$ cat config.mk
export PLATFORM = sky130hd
export DESIGN_NAME = art_lut_update
export DESIGN_NICKNAME = d
export VERILOG_FILES = /design/src/art_pkg.sv /design/src/art_sat_add.sv /design/src/art_lut_update.sv
export SDC_FILE = /design/constraint.sdc
export NUM_CORES = 1
export LEC_CHECK = 0
export BUFFER_PORTS_ARGS = -buffer_cell sky130_fd_sc_hd__buf_2
export CAP_MARGIN = 20
export CORE_AREA = 2 2 101 103
export DETAILED_ROUTE_END_ITERATION = 8
export DIE_AREA = 0 0 103 105
export GPL_ROUTABILITY_DRIVEN = 0
export PLACE_DENSITY = 0.86
export SYNTH_ARGS = -nofsm -noshare
export SYNTH_HDL_FRONTEND = slang
export SYNTH_HIERARCHICAL = 1
export SYNTH_SLANG_ARGS = --single-unit
$ cat constraint.sdc
create_clock -name mclk -period 2.7 [get_ports mclk]
set_input_delay 0.54 -clock mclk [delete_from_list [all_inputs] [get_ports mclk]]
set_output_delay 0.54 -clock mclk [all_outputs]
set_load 0.02 [all_outputs]
$ cat src/art_pkg.sv
// art_pkg: constants for the adaptive receiver tuning block
// assumes a byte-wide configuration store read port, byte valid while the strobe is high
package art_pkg;
  localparam logic [7:0] ART_SIZE_ADDR   = 8'h97;  // lookup_table_size_byte location
  localparam logic [7:0] ART_LUT_BASE    = 8'h98;  // first waveshaping entry, follows size byte
  localparam int         ART_MAX_ENTRIES = 20;     // shared entries, both tables
  localparam int         ART_ENTRY_BYTES = 4;      // one dword per entry
  localparam int         ART_MAX_BYTES   = 80;     // shared table bytes
  // entry field positions
  localparam int ART_MASK_LSB  = 16;
  localparam int ART_PEAK_LSB  = 13;
  localparam int ART_LEVEL_LSB = 10;
  localparam int ART_GAIN_LSB  = 7;
  localparam int ART_HPCF_LSB  = 4;
  localparam int ART_GEAR_LSB  = 0;
  localparam int ART_DELTA_W   = 3;
  localparam int ART_GEAR_W    = 4;
  localparam int ART_MASK_W    = 16;
  // register field widths
  localparam int ART_GAIN_W    = 2;
  localparam int ART_HPCF_W    = 2;
  localparam int ART_LEVEL_W   = 4;
  localparam int ART_PEAK_W    = 4;
  typedef enum logic [2:0] {
    ART_IDLE, ART_SIZE_RD, ART_SIZE_WT, ART_BYTE_RD, ART_BYTE_WT, ART_APPLY
  } art_state_t;
endpackage : art_pkg

$ cat src/art_sat_add.sv
// art_sat_add: applies a sign-magnitude delta to an unsigned field with saturation
// assumes delta msb is the sign, lower two bits the magnitude
`timescale 1ns/1ps
module art_sat_add #(
  parameter int W = 2
) (
  input  wire logic [W-1:0] cur,    // current field value
  input  wire logic [2:0]   delta,  // sign + magnitude
  output logic      [W-1:0] res     // saturated result
);
  localparam logic [W:0] FMAX = {1'b0, {W{1'b1}}};
  initial begin
    if (W < 2) $error("art_sat_add: W below 2");
  end
  logic [W:0] mag;
  logic [W:0] ext;
  logic [W:0] sum;
  // widen by one bit so the overflow or borrow is visible
  always_comb begin
    mag = (W+1)'(delta[1:0]);
    ext = {1'b0, cur};
    sum = ext + mag;
    res = cur;
    if (delta[2]) begin
      res = (ext < mag) ? '0 : W'(ext - mag);
    end else begin
      res = (sum > FMAX) ? FMAX[W-1:0] : sum[W-1:0];
    end
  end
endmodule // art_sat_add

$ cat src/art_lut_update.sv
// art_lut_update: adaptive receiver tuning, scans the receiver lookup table
// assumes a byte read port into configuration store, data valid while the strobe is high
// Functional notes
// only gain, highpass corner, floor level and floor peak fields get adjusted
// entry count is upper nibble of size byte at location 0x97
// zero count disables all receiver updates
// both tables share 20 dword entries plus one length byte
// receiver table starts right after last waveshaping entry
// resizing waveshaping table invalidates stored receiver entries; rewrite them
// table results override defaults loaded by protocol load
// every gear change scans table and applies matching entries
// bits 31:16 hold one-hot technology and baud mask
// bits 15:13 change the floor peak threshold
// bits 12:10 change the floor level threshold, range +/-3
// bits 9:7 change receiver gain, range +/-3
// bits 6:4 change highpass corner, range +/-3
// bits 3:0 give gear number the entry applies at
// entries stored in ascending gear order
// changes of matching entries up to current gear accumulate
// protocol load with new protocol or baud also triggers lookup
// msb of delta is sign, two bits magnitude, fields saturate
`timescale 1ns/1ps
module art_lut_update
  import art_pkg::*;
#(
  parameter int MAX_ENTRIES = ART_MAX_ENTRIES
) (
  input  wire logic                   mclk,            // core clock, 10 MHz
  input  wire logic                   reset_n,         // async reset, active low
  input  wire logic                   clk_en,          // freezes all state when low
  input  wire logic [ART_GEAR_W-1:0]  power_gear,      // active gear from power control
  input  wire logic [ART_MASK_W-1:0]  mode_onehot,     // current technology and baud
  input  wire logic                   protocol_load_cmd, // pulse: protocol load done
  input  wire logic [ART_GAIN_W-1:0]  dflt_gain,       // gain from protocol load
  input  wire logic [ART_HPCF_W-1:0]  dflt_hpcf,       // corner from protocol load
  input  wire logic [ART_LEVEL_W-1:0] dflt_level,      // floor level from protocol load
  input  wire logic [ART_PEAK_W-1:0]  dflt_peak,       // floor peak from protocol load
  output logic                        cfg_rd,          // store read strobe
  output logic [7:0]                  cfg_addr,        // store byte address
  input  wire logic [7:0]             cfg_data,        // store byte, valid while strobe high
  output logic [ART_GAIN_W-1:0]       rx_gain,         // receiver_control_reg gain
  output logic [ART_HPCF_W-1:0]       highpass_corner_select, // receiver_control_reg corner
  output logic [ART_LEVEL_W-1:0]      signal_floor_level,     // reader_sigproc_config level
  output logic [ART_PEAK_W-1:0]       signal_floor_peak_threshold, // reader_sigproc_config
  output logic                        busy             // scan in progress
);
  initial begin
    if (MAX_ENTRIES < 1 || MAX_ENTRIES > ART_MAX_ENTRIES)
      $error("art_lut_update: MAX_ENTRIES out of range");
  end

  // scan timeline, one line per enabled edge, c0 being the trigger edge:
  //   c0 gear change or protocol load seen, pending flag set
  //   c1 idle sees pending, fields back to defaults, strobe to size byte
  //   c2 size byte taken while the strobe stands; count zero ends here
  //   c3 byte read state raises the strobe for entry byte 0
  //   c4 byte 0 taken, back to byte read
  //   ... two edges per byte, four bytes per entry
  //   apply edge lays the entry on the fields and moves to the next one
  // worst case is two edges for the size byte plus nine per entry
  //
  // the store port has no wait: the byte must stand on cfg_data while
  // cfg_rd is high, so a store with registered output needs a bypass
  //
  // limitation: the mode mask is sampled once at scan start; a mode change
  // without a protocol load is not noticed until the next trigger
  //
  // limitation: triggers during a scan collapse into one pending rescan,
  // so a burst of gear steps costs at most one extra scan
  //
  // trade-off: every scan restarts from the protocol defaults, which costs
  // a full rescan on each gear step but keeps accumulation exact when the
  // gear goes down as well as up

  // sequencer state
  art_state_t             st_q;
  art_state_t             st_d;
  // trigger tracking
  logic [ART_GEAR_W-1:0]  gear_q;
  logic [ART_GEAR_W-1:0]  gear_d;
  logic [ART_MASK_W-1:0]  mode_q;
  logic [ART_MASK_W-1:0]  mode_d;
  logic                   pend_q;
  logic                   pend_d;
  // table walk
  logic [4:0]             idx_q;      // entry index within receiver table
  logic [4:0]             idx_d;
  logic [4:0]             cnt_q;      // receiver entry count
  logic [4:0]             cnt_d;
  logic [4:0]             base_q;     // waveshaping count = first receiver entry
  logic [4:0]             base_d;
  logic [1:0]             byte_q;     // byte within the entry
  logic [1:0]             byte_d;
  logic [31:0]            ent_q;      // entry being assembled
  logic [31:0]            ent_d;
  // adjusted receiver fields
  logic [ART_GAIN_W-1:0]  gain_q;
  logic [ART_GAIN_W-1:0]  gain_d;
  logic [ART_HPCF_W-1:0]  hpcf_q;
  logic [ART_HPCF_W-1:0]  hpcf_d;
  logic [ART_LEVEL_W-1:0] lvl_q;
  logic [ART_LEVEL_W-1:0] lvl_d;
  logic [ART_PEAK_W-1:0]  peak_q;
  logic [ART_PEAK_W-1:0]  peak_d;
  // store port
  logic                   cfg_rd_d;
  logic [7:0]             cfg_addr_q;
  logic [7:0]             cfg_addr_d;
  logic [ART_GAIN_W-1:0]  gain_n;
  logic [ART_HPCF_W-1:0]  hpcf_n;
  logic [ART_LEVEL_W-1:0] lvl_n;
  logic [ART_PEAK_W-1:0]  peak_n;
  logic                   hit;
  logic [4:0]             ws_n;       // waveshaping count from size byte
  logic [4:0]             rx_n;       // receiver count, clipped
  logic [4:0]             rx_lim;     // room left for receiver entries
  logic [7:0]             ent_addr;

  // saturating adders, one per adjustable field
  // gain and corner are two-bit codes, so a +/-3 step spans their whole range
  art_sat_add #(.W(ART_GAIN_W)) u_gain (
    .cur   (gain_q),
    .delta (ent_q[ART_GAIN_LSB +: ART_DELTA_W]),
    .res   (gain_n)
  );
  art_sat_add #(.W(ART_HPCF_W)) u_hpcf (
    .cur   (hpcf_q),
    .delta (ent_q[ART_HPCF_LSB +: ART_DELTA_W]),
    .res   (hpcf_n)
  );
  art_sat_add #(.W(ART_LEVEL_W)) u_lvl (
    .cur   (lvl_q),
    .delta (ent_q[ART_LEVEL_LSB +: ART_DELTA_W]),
    .res   (lvl_n)
  );
  art_sat_add #(.W(ART_PEAK_W)) u_peak (
    .cur   (peak_q),
    .delta (ent_q[ART_PEAK_LSB +: ART_DELTA_W]),
    .res   (peak_n)
  );

  // entry matches mode and gear at or below the active one
  assign hit = |(ent_q[ART_MASK_LSB +: ART_MASK_W] & mode_q)
             && (ent_q[ART_GEAR_LSB +: ART_GEAR_W] <= gear_q);

  // size byte split; receiver count clipped to the room the waveshaping entries leave
  always_comb begin
    ws_n   = {1'b0, cfg_data[3:0]};
    rx_n   = {1'b0, cfg_data[7:4]};
    rx_lim = 5'(MAX_ENTRIES) - ws_n;
    if (ws_n > 5'(MAX_ENTRIES)) rx_lim = '0;
    if (rx_n > rx_lim) rx_n = rx_lim;
    ent_addr = ART_LUT_BASE + 8'({base_q + idx_q, 2'b00}) + 8'(byte_q);
  end

  // sequencer: fetch size byte, then each receiver entry, byte by byte
  always_comb begin
    st_d = st_q;
    gear_d = gear_q;
    mode_d = mode_q;
    pend_d = pend_q;
    idx_d = idx_q;
    cnt_d = cnt_q;
    base_d = base_q;
    byte_d = byte_q;
    ent_d = ent_q;
    gain_d = gain_q;
    hpcf_d = hpcf_q;
    lvl_d = lvl_q;
    peak_d = peak_q;
    cfg_rd_d = 1'b0;
    cfg_addr_d = cfg_addr_q;
    // a trigger arriving mid-scan is held and restarts the scan afterwards
    if (power_gear != gear_q || protocol_load_cmd) pend_d = 1'b1;
    gear_d = power_gear;
    if (protocol_load_cmd) begin
      // defaults are the base; table deltas are then laid on top
      gain_d = dflt_gain;
      hpcf_d = dflt_hpcf;
      lvl_d = dflt_level;
      peak_d = dflt_peak;
    end
    case (st_q)
      // idle: wait for a trigger, then ask for the size byte
      ART_IDLE: begin
        if (pend_q) begin
          pend_d = 1'b0;
          mode_d = mode_onehot;
          // rescan from protocol defaults so accumulation is not repeated
          gain_d = dflt_gain;
          hpcf_d = dflt_hpcf;
          lvl_d = dflt_level;
          peak_d = dflt_peak;
          cfg_rd_d = 1'b1;
          cfg_addr_d = ART_SIZE_ADDR;
          st_d = ART_SIZE_WT;
        end
      end
      // size byte stands on the port now
      ART_SIZE_WT: begin
        base_d = ws_n;
        cnt_d = rx_n;
        idx_d = '0;
        byte_d = '0;
        if (rx_n == '0) begin
          // zero count: leave the receiver fields at protocol defaults
          st_d = ART_IDLE;
        end else begin
          st_d = ART_BYTE_RD;
        end
      end
      // strobe one entry byte
      ART_BYTE_RD: begin
        cfg_rd_d = 1'b1;
        cfg_addr_d = ent_addr;
        st_d = ART_BYTE_WT;
      end
      // take the byte while the strobe stands
      ART_BYTE_WT: begin
        // entries are little-endian dwords
        ent_d = {cfg_data, ent_q[31:8]};
        byte_d = byte_q + 2'd1;
        st_d = (byte_q == 2'd3) ? ART_APPLY : ART_BYTE_RD;
      end
      // whole entry assembled: lay it on the fields if it matches
      ART_APPLY: begin
        if (hit) begin
          gain_d = gain_n;
          hpcf_d = hpcf_n;
          lvl_d = lvl_n;
          peak_d = peak_n;
        end
        idx_d = idx_q + 5'd1;
        // ascending order lets the scan stop at the first higher gear
        if (idx_q + 5'd1 >= cnt_q ||
            ent_q[ART_GEAR_LSB +: ART_GEAR_W] > gear_q) st_d = ART_IDLE;
        else st_d = ART_BYTE_RD;
      end
      // unused code points fall back to idle
      default: st_d = ART_IDLE;
    endcase
  end

  // state registers only; a scan is pending out of reset so the
  // fields pick up the defaults and the table without a trigger
  always_ff @(posedge mclk or negedge reset_n) begin
    if (!reset_n) begin
      st_q <= ART_IDLE;
      gear_q <= '0;
      mode_q <= '0;
      pend_q <= 1'b1;
      idx_q <= '0;
      cnt_q <= '0;
      base_q <= '0;
      byte_q <= '0;
      ent_q <= '0;
      gain_q <= '0;
      hpcf_q <= '0;
      lvl_q <= '0;
      peak_q <= '0;
      cfg_rd <= 1'b0;
      cfg_addr_q <= '0;
    end else if (clk_en) begin
      st_q <= st_d;
      gear_q <= gear_d;
      mode_q <= mode_d;
      pend_q <= pend_d;
      idx_q <= idx_d;
      cnt_q <= cnt_d;
      base_q <= base_d;
      byte_q <= byte_d;
      ent_q <= ent_d;
      gain_q <= gain_d;
      hpcf_q <= hpcf_d;
      lvl_q <= lvl_d;
      peak_q <= peak_d;
      cfg_rd <= cfg_rd_d;
      cfg_addr_q <= cfg_addr_d;
    end
  end

  // outputs straight from flip-flops, busy decoded from the state register
  assign cfg_addr = cfg_addr_q;
  assign rx_gain = gain_q;
  assign highpass_corner_select = hpcf_q;
  assign signal_floor_level = lvl_q;
  assign signal_floor_peak_threshold = peak_q;
  assign busy = (st_q != ART_IDLE);
endmodule // art_lut_update

==> impl_metrics.py <==
metrics = {
    "logic_synthesis": {
        "synth_area_um2": 5574,
        "yosys_warnings": 6,
        "yosysSeqAreaShare_pct": 41.77,
        "ys_async_sr_fraction_pct": 100.0,
        "netlist_instances": 519,
        "synth.avg_cell_area_um2": 10.74,
        "synth_nets": 605,
        "synth-edff-count": 0,
        "synth_cell_types": 61,
        "ys_ff_latch": 93,
        "ys_dominant_reg_cell": "dfrtp_1",
    },
    "clock_network": {
        "cts_resized": 0,
        "cts-hold-fix-buffers": 0,
        "tritoncts": "built",
        "clkTransAtPathRegs_ns": 0.10,
        "clk_latency_ns": 0.36,
        "h-tree-depth": 3,
        "post_cts_buffers": 0,
        "cts_buffer_depth": 2,
        "clock_sinks": 93,
        "cts-root-buf": "clkbuf_8",
        "cts_buffers": 9,
    },
    "final_layout": {
        "layout.nets": 671,
        "layout-drive-gt1-share_pct": 28.31,
        "most-common-layout-cells": "dfrtp_1, buf_2, mux2_2, inv_1, nand2_1",
        "stdcell_count": 723,
        "fillerInstances": 765,
        "final_common_cell": "dfrtp_1",
        "diodes": 0,
        "area_delta_synth_final_pct": 12.57,
    },
    "run": {
        "cap_violations": 0,
    },
    "sta": {
        "drv_slew": 0,
        "finalClockSkew_ns": 0.01265,
        "finalCriticalPeriod_ns": 2.465,
        "setup_tns_ns": 0,
        "max_freq_mhz": 405.8,
        "max_slew_margin_pct": 58.95,
        "setup_viol": 0,
        "finalCritPeriodShare_pct": 91.28,
        "hold_viol": 0,
        "worst_slew_pin_slew_ns": 0.6143,
        "whs_ns": 0.1790,
        "rsz0062_at_grt": "no",
        "fin_ws_ns": 0.2355,
    },
    "detailed_routing": {
        "wl_per_cell_um": 16.72,
        "firstDrtPassIters": 5,
        "drt_wl_total_um": 12090,
        "drtIter0Drc": 285,
        "detail-route-antenna-nets": 0,
        "vias_per_cell": 5.960,
        "vias": 4309,
        "route.detailed.drc": 0,
    },
    "worst_setup_path": {
        "crit_top_cell": "inv_1",
        "critPathLaunchType": "flip-flop",
        "cp_cell_sequence": "inv_1 > ha_1 > fa_1 > nor3b_2 > a2111oi_0 > mux4_2 > inv_1 > o221ai_1",
        "critPathMaxStageDelay_ns": 0.48,
        "required_ns": 2.98,
        "crit_slowest_cell": "a2111oi_0",
        "end_kind": "flip-flop",
        "worstPathMaxFanout": 5,
        "critPathTopFamily": "adder cells",
        "crit_buf_inv": 2,
        "path_class": "flip-flop to flip-flop",
        "cp.arrival_ns": 2.74,
    },
    "power_and_ir_drop": {
        "peakVddDrop_mv": 0.5927,
        "powerDensity_nw_per_um2": 1041,
        "leakage_nw": 2.984,
        "p_total_mw": 6.531,
    },
    "global_routing": {
        "grt_util_all_layers_pct": 23.24,
        "grt_start_max_net_pins": 94,
        "grt_pass1_wl_um": 19930,
        "antenna_found_initial": 0,
        "gr-total-overflow": 0,
        "grt_pass1_vias": 4188,
    },
    "run_status": {
        "status": "finished, final reports clean",
    },
    "die": {
        "io_pins": 66,
        "die_h_um": 105,
        "die_width_um": 103,
        "core.rowCount": 36,
        "core_area_um2": 9639,
        "dieArea_um2": 10820,
        "start_util_pct": 57.83,
    },
    "placement": {
        "placed_cells": 707,
        "dp_slack_ns": 0.01131,
        "dp.final_hpwl_um": 8909,
        "port_buffers": 65,
    },
    "hold_path": {
        "hold_class": "primary input to asynchronous set/reset pin",
    },
}
[metrics by stage]
step,instance area (µm²),util [%]
after global routing,6275,65.10
after detailed placement,6047,62.73
after CTS,6275,65.10
final,6275,65.10
after floorplan,5574,-
after global placement,6047,62.73
[registers in the layout, indices dropped and copies added, names as in the netlist, 5 cells and up]
register and flops:
ent_q 32, mode_q 16, cfg_addr 8, cnt_q 5, idx_q 5
[cells in the mapped netlist, types with 4 or more instances]
cell type	number	area [µm²]
clkbuf_1	8	30.03
nor2b_1	19	118.9
nand2_1	37	138.9
o22a_1	4	35.03
ha_1	33	412.9
o21ai_0	26	130.1
a31oi_1	15	93.84
a22oi_1	14	105.1
nand3_1	10	50.05
mux2_2	49	551.8
nand4_1	6	37.54
o221ai_2	11	165.2
a221oi_2	4	60.06
a21o_1	6	45.04
dfrtp_1	92	2302
nor3_1	4	20.02
xnor2_1	10	87.58
a21oi_1	16	80.08
buf_2	4	20.02
inv_1	44	165.2
a22o_1	5	43.79
fa_1	9	180.2
buf_6	4	45.04
nand2b_1	9	56.30
xor2_1	4	35.03
buf_4	7	52.55
nor2_1	20	75.07
[cells by family after synthesis]
group / Yosys count / synth area share, %
flip-flops: 93 / 41.77
buffers and inverters: 69 / 5.746
XOR/XNOR: 14 / 2.200
AND/OR/NAND/NOR: 119 / 11.02
AO/OA/AOI/OAI: 129 / 17.78
adder cells (fa/ha/maj): 42 / 10.64
multiplexers: 53 / 10.84
[cell type report]
| type | instances | area (µm²) | area share [%] |
|---|---|---|---|
| Timing Repair Buffer | 79 | 457.9 | 7.298 |
| Inverter | 45 | 168.9 | 2.692 |
| Tap cell | 133 | 166.4 | 2.652 |
| Clock inverter | 7 | 103.9 | 1.655 |
| Clock buffer | 9 | 123.9 | 1.974 |
| Multi-Input combinational cell | 357 | 2925 | 46.62 |
| Sequential cell | 93 | 2328 | 37.11 |
[layer usage]
metal / global-route usage (%) / part of all wire (%)
met2: 36.09 / 49
met4: 7.425 / 1.9
met3: 3.344 / 5.7
met5: 0 / 0
met1: 33.55 / 44
[power by group]
part / internal (mW) / switching [mW] / total [mW]
registers: 1.95 / 0.662 / 2.62
logic: 1.36 / 1.50 / 2.86
clock network: 0.534 / 0.521 / 1.05
total: 3.85 / 2.68 / 6.53
[path summary, 6_finish.rpt]
| kind | start | endpoint | slack, ns | cells after the start |
|---|---|---|---|---|
| worst max-delay path | signal_floor_peak_threshold[0] | signal_floor_peak_threshold[3] | 0.24 | 8 |
| max in group asynchronous | reset_n | pend_q | 2.08 | 2 |
| min in group mclk | mode_onehot[6] | mode_q[6] | 0.40 | 2 |
| worst min-delay path | reset_n | idx_q[1] | 0.18 | 2 |
| worst max register to register | signal_floor_peak_threshold[0] | signal_floor_peak_threshold[3] | 0.24 | 8 |
| worst min register to register | cfg_rd | cfg_rd | 0.48 | 1 |
Note: power is estimated with default switching activity, not from simulation.
